--- config.mk ---
export PLATFORM = sky130hd
export DESIGN_NAME = fvmbc_top
export DESIGN_NICKNAME = d
export VERILOG_FILES = /design/src/hw/fvmbc_pkg.sv /design/src/hw/fvmbc_round.sv /design/src/hw/fvmbc_vstep.sv /design/src/hw/fvmbc_top.sv
export SDC_FILE = /design/constraint.sdc
export NUM_CORES = 1
export LEC_CHECK = 0
export BUFFER_PORTS_ARGS = -buffer_cell sky130_fd_sc_hd__buf_2
export CORE_ASPECT_RATIO = 1.5
export CORE_UTILIZATION = 49
export DETAILED_ROUTE_END_ITERATION = 10
export GPL_TIMING_DRIVEN = 0
export PLACE_DENSITY = 0.77
export SLEW_MARGIN = 20
export SYNTH_ARGS = -nofsm -noshare
export SYNTH_HDL_FRONTEND = slang
export SYNTH_SLANG_ARGS = --single-unit
--- constraint.sdc ---
create_clock -name clk -period 2.8 [get_ports clk]
set_input_delay 0.42 -clock clk [delete_from_list [all_inputs] [get_ports clk]]
set_output_delay 0.42 -clock clk [all_outputs]
set_load 0.1 [all_outputs]
--- src/hw/fvmbc_pkg.sv ---
package fvmbc_pkg;

	// AXI4-Lite register map (byte addresses)
	localparam logic [7:0] FVMBC_OFF_CTRL   = 8'h00;
	localparam logic [7:0] FVMBC_OFF_EXC    = 8'h04;
	localparam logic [7:0] FVMBC_OFF_EXINST = 8'h08;
	localparam logic [7:0] FVMBC_OFF_ID     = 8'h0C;
	localparam logic [7:0] FVMBC_OFF_STAT   = 8'h10;

	// Fields of the status/control register, and the flag bit of the exception register
	localparam int FVMBC_DNAN_BIT     = 25;
	localparam int FVMBC_FTZ_BIT      = 24;
	localparam int FVMBC_RMODE_LSB    = 22;
	localparam int FVMBC_STRIDE_LSB   = 20;
	localparam int FVMBC_VLEN_LSB     = 16;
	localparam int FVMBC_EN_LSB       = 8;
	localparam int FVMBC_EN_MSB       = 12;
	localparam int FVMBC_EXC_FLAG_BIT = 31;
	localparam logic [31:0] FVMBC_CTRL_RST = 32'h0000_0000;
	localparam logic [31:0] FVMBC_CTRL_WMASK = 32'h03F7_1F00;

	// Instruction word layout used by the sequencer
	localparam int FVMBC_FD_LSB = 12;
	localparam int FVMBC_FN_LSB = 16;
	localparam int FVMBC_FM_LSB = 0;

	// Rounding modes
	typedef enum logic [1:0] {
		FVMBC_RNE = 2'h0,
		FVMBC_RPI = 2'h1,
		FVMBC_RMI = 2'h2,
		FVMBC_RTZ = 2'h3
	} fvmbc_rmode_e;

	// Issued instruction class
	typedef enum logic [2:0] {
		FVMBC_OP_ARITH = 3'h0,
		FVMBC_OP_MOVTO = 3'h1,
		FVMBC_OP_MOVFR = 3'h2,
		FVMBC_OP_LDST  = 3'h3,
		FVMBC_OP_ILL   = 3'h4
	} fvmbc_op_e;

	// System register selectors for moves
	localparam logic [3:0] FVMBC_SR_ID  = 4'h0;
	localparam logic [3:0] FVMBC_SR_CTL = 4'h1;
	localparam logic [3:0] FVMBC_SR_EXC = 4'h8;
	localparam logic [3:0] FVMBC_SR_INS = 4'h9;

	typedef struct packed {
		logic        valid;
		fvmbc_op_e   op;
		logic [3:0]  sreg;
		logic        pot_exc;
		logic        unsup;
		logic        exc_cond;
		logic [4:0]  exc_kind;
		logic [31:0] word;
	} fvmbc_issue_s;

	typedef struct packed {
		logic        bounce;
		logic        accept;
	} fvmbc_resp_s;

	typedef enum logic [2:0] {
		FVMBC_ST_IDLE = 3'b001,
		FVMBC_ST_VEC  = 3'b010,
		FVMBC_ST_EXC  = 3'b100
	} fvmbc_state_e;

endpackage : fvmbc_pkg

--- src/hw/fvmbc_round.sv ---
`timescale 1ns/10ps
// Rounds a double-width significand product to W bits
module fvmbc_round
	import fvmbc_pkg::*;
#(
	parameter int W = 24
) (
	input  wire logic [2*W-1:0] prod,
	input  wire logic           sign,
	input  wire fvmbc_rmode_e   mode,
	output logic      [W:0]     sig_out,
	output logic                inexact
);
	if (W < 2) begin : g_bad_w
		$error("fvmbc_round: W too small");
	end

	wire logic [W-1:0] keep   = prod[2*W-1:W];
	wire logic         guard  = prod[W-1];
	wire logic         sticky = |prod[W-2:0];
	wire logic         rne_up = guard & (sticky | keep[0]);
	wire logic         up_inc;

	// Product kept at full width so rounding sees every bit
	assign inexact = guard | sticky;
	assign up_inc  = (mode == FVMBC_RNE) ? rne_up :
			(mode == FVMBC_RPI) ? (inexact & ~sign) :
			(mode == FVMBC_RMI) ? (inexact & sign) :
			1'b0;
	assign sig_out = {1'b0, keep} + {{W{1'b0}}, up_inc};
endmodule : fvmbc_round

--- src/hw/fvmbc_vstep.sv ---
`timescale 1ns/10ps
// Register address of one operand for a given vector iteration
module fvmbc_vstep #(
	parameter int AW = 5
) (
	input  wire logic [AW-1:0] base,
	input  wire logic [2:0]    iter,
	input  wire logic [1:0]    stride,
	output logic      [AW-1:0] addr
);
	if (AW < 3) begin : g_bad_aw
		$error("fvmbc_vstep: AW too small");
	end
	wire logic [AW-1:0] step;
	wire logic [AW-1:0] off;

	// 00 steps by one, 11 by two; others treated as one
	assign step = (stride == 2'h3) ? AW'(2) : AW'(1);
	assign off  = AW'(step * AW'(iter));
	// Wrap inside the 8-register bank
	assign addr = {base[AW-1:3], 3'(base[2:0] + off[2:0])};
endmodule : fvmbc_vstep

--- src/hw/fvmbc_top.sv ---
`timescale 1ns/10ps
// Behaviour
// - fast mode needs default NaN, flush, no enables
// - fast mode never bounces legal operations; here they still bounce while the exceptional flag is set
// - fast mode returns standard results
// - default NaN replaces every NaN result
// - stride 00 steps registers by one
// - stride 11 steps registers by two
// - nearest mode ties go to even
// - toward-zero mode truncates without increment
// - four rounding modes are supported
// - products keep double-width significand before rounding
// - outside fast mode, potentially exceptional issue enters exceptional state
// - next instruction bounces except system moves of the ID, EXC and INS registers
// - bounced trigger not executed, stays retryable
// - outside fast mode, unsupported operands bounce to support code
// - enabled exceptional condition traps to user
// - odd field values never hang the device
// - bounce asserted one cycle after the trigger is in decode
// - entry sets flag, saves iteration's word
// - flush-to-zero replaces subnormals with plus zero
module fvmbc_top
	import fvmbc_pkg::*;
#(
	parameter int          SIG_W   = 24,
	parameter logic [31:0] ID_CODE = 32'h0000_5A01 // Arbitrary value
) (
	input  wire logic                 clk,
	input  wire logic                 rst_b,
	// AXI4-Lite slave
	input  wire logic [7:0]           s_awaddr,
	input  wire logic                 s_awvalid,
	output logic                      s_awready,
	input  wire logic [31:0]          s_wdata,
	input  wire logic [3:0]           s_wstrb,
	input  wire logic                 s_wvalid,
	output logic                      s_wready,
	output logic [1:0]                s_bresp,
	output logic                      s_bvalid,
	input  wire logic                 s_bready,
	input  wire logic [7:0]           s_araddr,
	input  wire logic                 s_arvalid,
	output logic                      s_arready,
	output logic [31:0]               s_rdata,
	output logic [1:0]                s_rresp,
	output logic                      s_rvalid,
	input  wire logic                 s_rready,
	// Host instruction interface, decode stage
	input  wire fvmbc_issue_s         issue,
	output fvmbc_resp_s               resp,
	// Iteration operand addresses
	output logic [4:0]                vec_fd,
	output logic [4:0]                vec_fn,
	output logic [4:0]                vec_fm,
	output logic                      vec_active,
	// Result control to the datapath
	output logic                      fast_no_bounce_mode,
	output logic                      default_nan_enable,
	output logic                      flush_to_zero_enable,
	output logic                      user_trap,
	// Rounding of a product, and the NaN/flush result override
	input  wire logic [2*SIG_W-1:0]   mul_prod,
	input  wire logic                 mul_sign,
	input  wire logic                 res_is_nan,
	input  wire logic                 res_subnormal,
	input  wire logic [31:0]          res_raw,
	output logic [31:0]               res_out,
	output logic [SIG_W:0]            mul_sig_q
);
	if (SIG_W < 2 || SIG_W > 53) begin : g_bad_sig
		$error("fvmbc_top: bad SIG_W");
	end

	localparam logic [31:0] DEF_NAN = 32'h7FC0_0000;
	localparam logic [31:0] POS_ZERO = 32'h0000_0000;

	logic [31:0]  fp_status_control_reg_q;
	logic [31:0]  fp_exception_instr_reg_q;
	logic         exceptional_state_flag_q;
	fvmbc_state_e state_q, state_d;
	logic [2:0]   iter_q, iter_d;

	// Control decode
	wire logic [2:0] vector_length_field =
		fp_status_control_reg_q[FVMBC_VLEN_LSB +: 3];
	wire logic [1:0] stride = fp_status_control_reg_q[FVMBC_STRIDE_LSB +: 2];
	wire logic [4:0] exc_en =
		fp_status_control_reg_q[FVMBC_EN_MSB:FVMBC_EN_LSB];
	wire fvmbc_rmode_e rmode =
		fvmbc_rmode_e'(fp_status_control_reg_q[FVMBC_RMODE_LSB +: 2]);
	wire logic dnan_w = fp_status_control_reg_q[FVMBC_DNAN_BIT];
	wire logic ftz_w  = fp_status_control_reg_q[FVMBC_FTZ_BIT];
	wire logic fast_w = dnan_w & ftz_w & (exc_en == 5'h00);

	// Issue decode
	wire logic is_sysmove = (issue.op == FVMBC_OP_MOVTO) |
		(issue.op == FVMBC_OP_MOVFR);
	wire logic sysmove_exempt = is_sysmove &
		((issue.sreg == FVMBC_SR_EXC) | (issue.sreg == FVMBC_SR_INS) |
		 (issue.sreg == FVMBC_SR_ID));
	wire logic trig_bounce = exceptional_state_flag_q & issue.valid &
		~sysmove_exempt;
	wire logic legal_arith = issue.valid & (issue.op == FVMBC_OP_ARITH) &
		~exceptional_state_flag_q;
	// Fast mode forbids every operand bounce
	wire logic unsup_bounce = legal_arith & issue.unsup & ~fast_w;
	wire logic ill_bounce = issue.valid & (issue.op == FVMBC_OP_ILL);
	wire logic bounce_w = trig_bounce | unsup_bounce | ill_bounce;
	// Potentially exceptional only when not in fast mode
	wire logic enter_exc = legal_arith & issue.pot_exc & ~fast_w &
		~issue.unsup;
	wire logic accept_w = issue.valid & ~bounce_w;
	wire logic busy_vec = (state_q == FVMBC_ST_VEC);

	// Vector sequencer
	wire logic [2:0] last_iter = vector_length_field;
	wire logic start_vec = accept_w & (issue.op == FVMBC_OP_ARITH) &
		~busy_vec & (last_iter != 3'h0);
	logic [31:0] word_q;
	wire logic [4:0] base_fd = {word_q[FVMBC_FD_LSB +: 4], 1'b0};
	wire logic [4:0] base_fn = {word_q[FVMBC_FN_LSB +: 4], 1'b0};
	wire logic [4:0] base_fm = {word_q[FVMBC_FM_LSB +: 4], 1'b0};
	wire logic [4:0] a_fd, a_fn, a_fm;

	fvmbc_vstep #(.AW(5)) u_step_fd (
		.base   (base_fd),
		.iter   (iter_q),
		.stride (stride),
		.addr   (a_fd)
	);
	fvmbc_vstep #(.AW(5)) u_step_fn (
		.base   (base_fn),
		.iter   (iter_q),
		.stride (stride),
		.addr   (a_fn)
	);
	fvmbc_vstep #(.AW(5)) u_step_fm (
		.base   (base_fm),
		.iter   (iter_q),
		.stride (stride),
		.addr   (a_fm)
	);

	// IDLE waits for an issue; every other state leaves by itself or on a register write that clears the flag, never stalls
	always_comb begin
		state_d = state_q;
		iter_d  = iter_q;
		unique case (state_q)
			FVMBC_ST_IDLE: begin
				iter_d = 3'h0;
				if (enter_exc)
					state_d = FVMBC_ST_EXC;
				else if (start_vec)
					state_d = FVMBC_ST_VEC;
			end
			FVMBC_ST_VEC: begin
				if (iter_q == last_iter) begin
					state_d = FVMBC_ST_IDLE;
					iter_d  = 3'h0;
				end else begin
					iter_d = 3'(iter_q + 3'h1);
				end
			end
			FVMBC_ST_EXC: begin
				if (!exceptional_state_flag_q)
					state_d = FVMBC_ST_IDLE;
			end
			default: begin
				state_d = FVMBC_ST_IDLE;
				iter_d  = 3'h0;
			end
		endcase
	end

	always_ff @(posedge clk or negedge rst_b) begin
		if (!rst_b) begin
			state_q <= FVMBC_ST_IDLE;
			iter_q  <= 3'h0;
			word_q  <= 32'h0000_0000;
		end else begin
			state_q <= state_d;
			iter_q  <= iter_d;
			if (accept_w && !busy_vec)
				word_q <= issue.word;
		end
	end

	// Saved word carries this iteration's register fields
	wire logic [31:0] saved_word = busy_vec ?
		{word_q[31:20], a_fn[4:1], a_fd[4:1], word_q[11:4], a_fm[4:1]} :
		issue.word;

	// AXI4-Lite slave
	logic        aw_hold_q, w_hold_q;
	logic [7:0]  awaddr_q;
	logic [31:0] wdata_q;
	logic [3:0]  wstrb_q;
	wire logic   aw_take = s_awvalid & s_awready;
	wire logic   w_take  = s_wvalid & s_wready;
	wire logic   have_aw = aw_hold_q | aw_take;
	wire logic   have_w  = w_hold_q | w_take;
	wire logic   do_wr   = have_aw & have_w & ~s_bvalid;
	wire logic [7:0]  wa = aw_hold_q ? awaddr_q : s_awaddr;
	wire logic [31:0] wd = w_hold_q ? wdata_q : s_wdata;
	wire logic [3:0]  ws = w_hold_q ? wstrb_q : s_wstrb;
	wire logic [31:0] bmask = {{8{ws[3]}}, {8{ws[2]}},
		{8{ws[1]}}, {8{ws[0]}}};
	wire logic wr_ctrl = do_wr & (wa == FVMBC_OFF_CTRL);
	wire logic wr_exc  = do_wr & (wa == FVMBC_OFF_EXC);
	wire logic wr_ok   = (wa == FVMBC_OFF_CTRL) | (wa == FVMBC_OFF_EXC) |
		(wa == FVMBC_OFF_EXINST) | (wa == FVMBC_OFF_ID) |
		(wa == FVMBC_OFF_STAT);
	wire logic [31:0] ctrl_new = (fp_status_control_reg_q & ~bmask) |
		(wd & bmask & FVMBC_CTRL_WMASK);
	// Software clears the flag by writing zero to bit 31; entry wins
	wire logic flag_clr = wr_exc & ws[3] & ~wd[FVMBC_EXC_FLAG_BIT];
	wire logic [31:0] stat_word = {27'h0, iter_q, fast_w, busy_vec};
	wire logic [31:0] rd_mux =
		(s_araddr == FVMBC_OFF_CTRL)   ? fp_status_control_reg_q :
		(s_araddr == FVMBC_OFF_EXC)    ? {exceptional_state_flag_q, 31'h0} :
		(s_araddr == FVMBC_OFF_EXINST) ? fp_exception_instr_reg_q :
		(s_araddr == FVMBC_OFF_ID)     ? ID_CODE :
		(s_araddr == FVMBC_OFF_STAT)   ? stat_word : 32'h0000_0000;
	wire logic rd_ok = (s_araddr == FVMBC_OFF_CTRL) |
		(s_araddr == FVMBC_OFF_EXC) | (s_araddr == FVMBC_OFF_EXINST) |
		(s_araddr == FVMBC_OFF_ID) | (s_araddr == FVMBC_OFF_STAT);

	always_ff @(posedge clk or negedge rst_b) begin
		if (!rst_b) begin
			s_awready <= 1'b0;
			s_wready  <= 1'b0;
			s_bvalid  <= 1'b0;
			s_bresp   <= 2'h0;
			aw_hold_q <= 1'b0;
			w_hold_q  <= 1'b0;
			awaddr_q  <= 8'h00;
			wdata_q   <= 32'h0000_0000;
			wstrb_q   <= 4'h0;
		end else begin
			s_awready <= ~have_aw & ~s_bvalid & ~s_awready;
			s_wready  <= ~have_w & ~s_bvalid & ~s_wready;
			if (aw_take) begin
				awaddr_q <= s_awaddr;
			end
			if (w_take) begin
				wdata_q <= s_wdata;
				wstrb_q <= s_wstrb;
			end
			aw_hold_q <= have_aw & ~do_wr;
			w_hold_q  <= have_w & ~do_wr;
			if (do_wr) begin
				s_bvalid <= 1'b1;
				s_bresp  <= wr_ok ? 2'h0 : 2'h2;
			end else if (s_bready) begin
				s_bvalid <= 1'b0;
			end
		end
	end

	always_ff @(posedge clk or negedge rst_b) begin
		if (!rst_b) begin
			s_arready <= 1'b0;
			s_rvalid  <= 1'b0;
			s_rdata   <= 32'h0000_0000;
			s_rresp   <= 2'h0;
		end else begin
			s_arready <= ~s_rvalid & ~s_arready & s_arvalid;
			if (s_arvalid && s_arready) begin
				s_rvalid <= 1'b1;
				s_rdata  <= rd_mux;
				s_rresp  <= rd_ok ? 2'h0 : 2'h2;
			end else if (s_rready) begin
				s_rvalid <= 1'b0;
			end
		end
	end

	// Control and exception registers
	always_ff @(posedge clk or negedge rst_b) begin
		if (!rst_b) begin
			fp_status_control_reg_q  <= FVMBC_CTRL_RST;
			fp_exception_instr_reg_q <= 32'h0000_0000;
			exceptional_state_flag_q <= 1'b0;
		end else begin
			if (wr_ctrl)
				fp_status_control_reg_q <= ctrl_new;
			if (enter_exc) begin
				exceptional_state_flag_q <= 1'b1;
				fp_exception_instr_reg_q <= saved_word;
			end else if (flag_clr) begin
				exceptional_state_flag_q <= 1'b0;
			end
		end
	end

	// Host response and result path
	wire logic [SIG_W:0] sig_w;
	wire logic           inexact_w;

	fvmbc_round #(.W(SIG_W)) u_round (
		.prod    (mul_prod),
		.sign    (mul_sign),
		.mode    (rmode),
		.sig_out (sig_w),
		.inexact (inexact_w)
	);

	// Flush beats NaN: a subnormal can never be a NaN pattern anyway
	wire logic [31:0] res_w = (ftz_w & res_subnormal) ? POS_ZERO :
		(dnan_w & res_is_nan) ? DEF_NAN : res_raw;
	wire logic trap_w = legal_arith & issue.exc_cond & ~issue.unsup &
		|(issue.exc_kind & exc_en);

	// One driver for the whole answer word
	wire fvmbc_resp_s resp_d =
		'{bounce: bounce_w, accept: accept_w};

	always_ff @(posedge clk or negedge rst_b) begin
		if (!rst_b) begin
			resp                 <= '0;
			vec_fd               <= 5'h00;
			vec_fn               <= 5'h00;
			vec_fm               <= 5'h00;
			vec_active           <= 1'b0;
			fast_no_bounce_mode  <= 1'b0;
			default_nan_enable   <= 1'b0;
			flush_to_zero_enable <= 1'b0;
			user_trap            <= 1'b0;
			res_out              <= 32'h0000_0000;
			mul_sig_q            <= '0;
		end else begin
			resp                 <= resp_d;
			vec_fd               <= a_fd;
			vec_fn               <= a_fn;
			vec_fm               <= a_fm;
			vec_active           <= busy_vec;
			fast_no_bounce_mode  <= fast_w;
			default_nan_enable   <= dnan_w;
			flush_to_zero_enable <= ftz_w;
			user_trap            <= trap_w;
			res_out              <= res_w;
			mul_sig_q            <= sig_w;
		end
	end

	// Assertions
	// Checked against the raw control bits, not the shared decode wire
	property p_fast_mode;
		@(posedge clk) disable iff (!rst_b)
		##1 fast_no_bounce_mode ==
		($past(fp_status_control_reg_q[FVMBC_DNAN_BIT]) &
		 $past(fp_status_control_reg_q[FVMBC_FTZ_BIT]) &
		 ~|$past(exc_en));
	endproperty
	a_fast_mode: assert property (p_fast_mode)
		else $error("fast mode flag wrong");

	property p_fast_no_bounce;
		@(posedge clk) disable iff (!rst_b)
		(fast_w && issue.valid && issue.op == FVMBC_OP_ARITH &&
		 !exceptional_state_flag_q) |=> !resp.bounce;
	endproperty
	a_fast_no_bounce: assert property (p_fast_no_bounce)
		else $error("bounce in fast mode");

	property p_dnan;
		@(posedge clk) disable iff (!rst_b)
		(dnan_w && res_is_nan && !(ftz_w && res_subnormal)) |=>
		res_out == DEF_NAN;
	endproperty
	a_dnan: assert property (p_dnan)
		else $error("default NaN not returned");

	property p_ftz;
		@(posedge clk) disable iff (!rst_b)
		(ftz_w && res_subnormal) |=> res_out == POS_ZERO;
	endproperty
	a_ftz: assert property (p_ftz)
		else $error("subnormal not flushed");

	property p_trigger;
		@(posedge clk) disable iff (!rst_b)
		(exceptional_state_flag_q && issue.valid && !sysmove_exempt) |=>
		(resp.bounce && !resp.accept);
	endproperty
	a_trigger: assert property (p_trigger)
		else $error("trigger not bounced");

	property p_exempt;
		@(posedge clk) disable iff (!rst_b)
		(exceptional_state_flag_q && issue.valid && sysmove_exempt) |=>
		!resp.bounce;
	endproperty
	a_exempt: assert property (p_exempt)
		else $error("exempt move bounced");

	property p_enter;
		@(posedge clk) disable iff (!rst_b)
		enter_exc |=> exceptional_state_flag_q &&
		fp_exception_instr_reg_q == $past(saved_word);
	endproperty
	a_enter: assert property (p_enter)
		else $error("exceptional entry not recorded");

	property p_vec_len;
		@(posedge clk) disable iff (!rst_b)
		($rose(busy_vec) && vector_length_field == 3'h3 && !wr_ctrl) |->
		busy_vec [*4] ##1 !busy_vec;
	endproperty
	a_vec_len: assert property (p_vec_len)
		else $error("vector length wrong");

	property p_stride2;
		@(posedge clk) disable iff (!rst_b)
		(busy_vec && stride == 2'h3 && iter_q == 3'h1) |->
		a_fd[2:0] == 3'(base_fd[2:0] + 3'h2);
	endproperty
	a_stride2: assert property (p_stride2)
		else $error("stride two step wrong");

	property p_rtz;
		@(posedge clk) disable iff (!rst_b)
		(rmode == FVMBC_RTZ) |=>
		mul_sig_q == {1'b0, $past(mul_prod[2*SIG_W-1:SIG_W])};
	endproperty
	a_rtz: assert property (p_rtz)
		else $error("truncation incremented");

	c_bounce: cover property (@(posedge clk) disable iff (!rst_b)
		enter_exc ##[1:20] resp.bounce);
	c_vector: cover property (@(posedge clk) disable iff (!rst_b)
		$rose(busy_vec) ##3 busy_vec);
	c_fast: cover property (@(posedge clk) disable iff (!rst_b)
		fast_w && legal_arith && issue.unsup);
endmodule : fvmbc_top

==> results.sh <==
export IMPL_synthesis_area_um2=10300
export IMPL_io_buffers=289
export IMPL_grt_pass1_wl_um=41200
export IMPL_ys_ff_latch=248
export IMPL_viasPerCell=5.28
export IMPL_synth_area_leaders="dfrtp_1 (60%), mux2_2 (10%), nand2_1 (4.5%)"
export IMPL_p_per_area_nw_per_um2=838
export IMPL_numCtsBuffers=23
export IMPL_finClkSkew_ns=0.0112
export IMPL_r2r_end="mul_sig_q[18]$_DFF_PN0_"
export IMPL_avgSynthCellArea_um2=11.9
export IMPL_setup_viol=0
export IMPL_clock_root_buffer="clkbuf_16"
export IMPL_crit_required_ns=3.19
export IMPL_placed_cell_area_um2=12100
export IMPL_gp_congestion=0.847
export IMPL_drt_pass1_iterations=5
export IMPL_clk_latency_ns=0.50
export IMPL_critical_path_peak_fanout=5
export IMPL_rsz0062_at_grt="no"
export IMPL_num_fill_cells=1704
export IMPL_hold_start="s_bready"
export IMPL_antenna_left=0
export IMPL_yosys_most_used_dff="dfrtp_1"
export IMPL_yosys_area_top_type_share=0.600
export IMPL_post_cts_buffers=0
export IMPL_cts_tree="built"
export IMPL_hold_depth=2
export IMPL_clock_path_buffers=3
export IMPL_clkSlewWorstSetupHoldPaths_ns=0.06
export IMPL_fin_nets=1380
export IMPL_min_to="s_bvalid$_DFFE_PN0P_"
export IMPL_r2r_cells=11
export IMPL_cts_num_sinks=248
export IMPL_async_flop_share=1.00
export IMPL_finalMaxSlewViolations=0
export IMPL_relSlewSlack=0.583
export IMPL_overflow=0
export IMPL_hold_viol=0
export IMPL_cap_violations=0
export IMPL_critPathLaunchType="register"
export IMPL_syn_inst=866
export IMPL_die_x_um=120
export IMPL_std_cell_rows=64
export IMPL_synth_distinct_cells=54
export IMPL_antenna_found_initial=7
export IMPL_wl_per_cell_um=17.7
export IMPL_outcome="finished clean"
export IMPL_synth_top_area_cell="dfrtp_1"
export IMPL_final_cell_mix="buf_2 (297), dfrtp_1 (247), nand2_1 (124), mux2_2 (92), nor2_1 (56)"
export IMPL_htree_levels=1
export IMPL_die_area_um2=21600
export IMPL_first_iter_violations=408
export IMPL_fin_crit_ns=2.54
export IMPL_synth_edf_count=0
export IMPL_end_kind="register"
export IMPL_via_count=7750
export IMPL_final_common_cell="buf_2"
export IMPL_regArea_um2=6210
export IMPL_reg2reg_slack_ns=0.26
export IMPL_peakVddDrop_mv=0.532
export IMPL_dp_hpwl_um=19400
export IMPL_fin_area_um2=13000
export IMPL_p_leak_nw=6.37
export IMPL_totalWireLength_um=26100
export IMPL_grt_usage=0.245
export IMPL_grt_max_degree=102
export IMPL_place_ws_ns=-0.103
export IMPL_crit_type="reg -> reg"
export IMPL_yosysSeqAreaShare=0.603
export IMPL_hold_path_class="in -> reg"
export IMPL_final_setup_worst_slack_ns=0.256
export IMPL_drive_gt1_frac=0.378
export IMPL_crit_arrival_ns=2.93
export IMPL_whs_ns=0.118
export IMPL_yosysWarningCount=0
export IMPL_design_core_area_um2=20500
export IMPL_synthToLayoutAreaGrowth_pct=26.0
export IMPL_total_power_mw=10.9
export IMPL_multi_input_area_um2=3890
export IMPL_fin_crit_sh=0.908
export IMPL_die_height_um=180
export IMPL_start_util=0.502
export IMPL_fmax_mhz=393
export IMPL_drc_errors=0
export IMPL_worst_slew_pin_slew_ns=0.626
export IMPL_pin_count=310
export IMPL_grt_pass1_vias=7928
## kinds of logic (layout without fill, tap and decap cells)
logic type      after synthesis  in the layout  share of synthesized area
flops                       248            248                      0.603
simple gates                294            294                      0.139
buf+inv                      45            378                     0.0219
compound gates              116            116                     0.0693
other cells                   1              7                   0.000364
fa+ha+maj                     6              6                    0.00729
xor+xnor                     32             32                     0.0272
mux                         124            124                      0.132
## where the power goes
part / leakage [nW] / internal (mW) / switching, mW / total, mW
Sequential: 3.10 / 4.28 / 0.402 / 4.68
Clock: 0.386 / 1.90 / 1.31 / 3.21
Combinational: 2.88 / 0.973 / 2.00 / 2.97
## what timing repair did
action,in CTS,in global routing
hold endpoints to repair,49,0
endpoints found under the setup margin,8,9
gates resized for setup,2,4
hold buffers,1,0
## critical path: stages, from the launching register on
cell and delay (ns):
dfrtp_1 0.45, o31ai_1 0.11, nand3_1 0.09, nor2_1 0.05
a2111oi_1 0.39, ha_1 0.27, ha_1 0.22, nand2_1 0.12
nor3_4 0.21, and3_2 0.27, nand4_1 0.12, xnor2_1 0.13
## metal layers
metal / track usage / vias up / part of all wire
li1: - / 3641 / -
met2: 0.428 / 249 / 0.52
met3: 0.0546 / 65 / 0.067
met1: 0.292 / 3791 / 0.38
met5: 0 / - / 0.00088
met4: 0.0914 / 4 / 0.033
## per-stage QoR
stage               cells  utilization  TNS, ns
finish               1469        0.633        0
detailed placement   1422        0.592   -0.351
floorplan             867            -        0
CTS                  1464        0.631        0
global route         1468        0.633        0
global placement     1420        0.589  -732.26
## worst max-delay path by stage
stage | startpoint | end | slack [ns]
floorplan | s_awready$_DFF_PN0_ | register | 0.34
global placement | rst_b | word_q[15]$_DFFE_PN0P_ | -2.98
detailed placement | mul_prod[22] | mul_sig_q[18]$_DFF_PN0_ | -0.10
CTS | register | mul_sig_q[18]$_DFF_PN0_ | 0.07
global route | register | mul_sig_q[17]$_DFF_PN0_ | 0.004
finish | register | mul_sig_q[18]$_DFF_PN0_ | 0.26
## final cells by class
class / instances / share of cell area
Inverter: 8 / 0.00232
Clock inverter: 6 / 0.00637
Antenna cell: 5 / 0.000965
Multi-Input combinational cell: 574 / 0.300
Sequential cell: 248 / 0.479
Buffer: 37 / 0.0150
Tap cell: 264 / 0.0255
Clock buffer: 35 / 0.0540
Timing Repair Buffer: 292 / 0.117
## synthesized netlist by cell type, types with 13 or more instances
cell,n
nand2_1,124
nor2_1,56
dfrtp_1,247
mux2i_1,30
xor2_1,15
nand3_1,13
clkbuf_1,18
nor3_1,13
a31oi_1,30
and2_1,43
xnor2_1,17
o21ai_0,45
mux2_2,92
## sequential cells by signal, indices dropped and copies added (netlist names), 4 cells and up, named ones only
name,flops
awaddr_q,8
fp_exception_instr_reg_q,32
fp_status_control_reg_q,18
mul_sig_q,25
res_out,32
s_rdata,32
vec_fd,4
vec_fm,5
vec_fn,4
wdata_q,15
word_q,32
wstrb_q,4
Power figures use the tool's default switching activity.
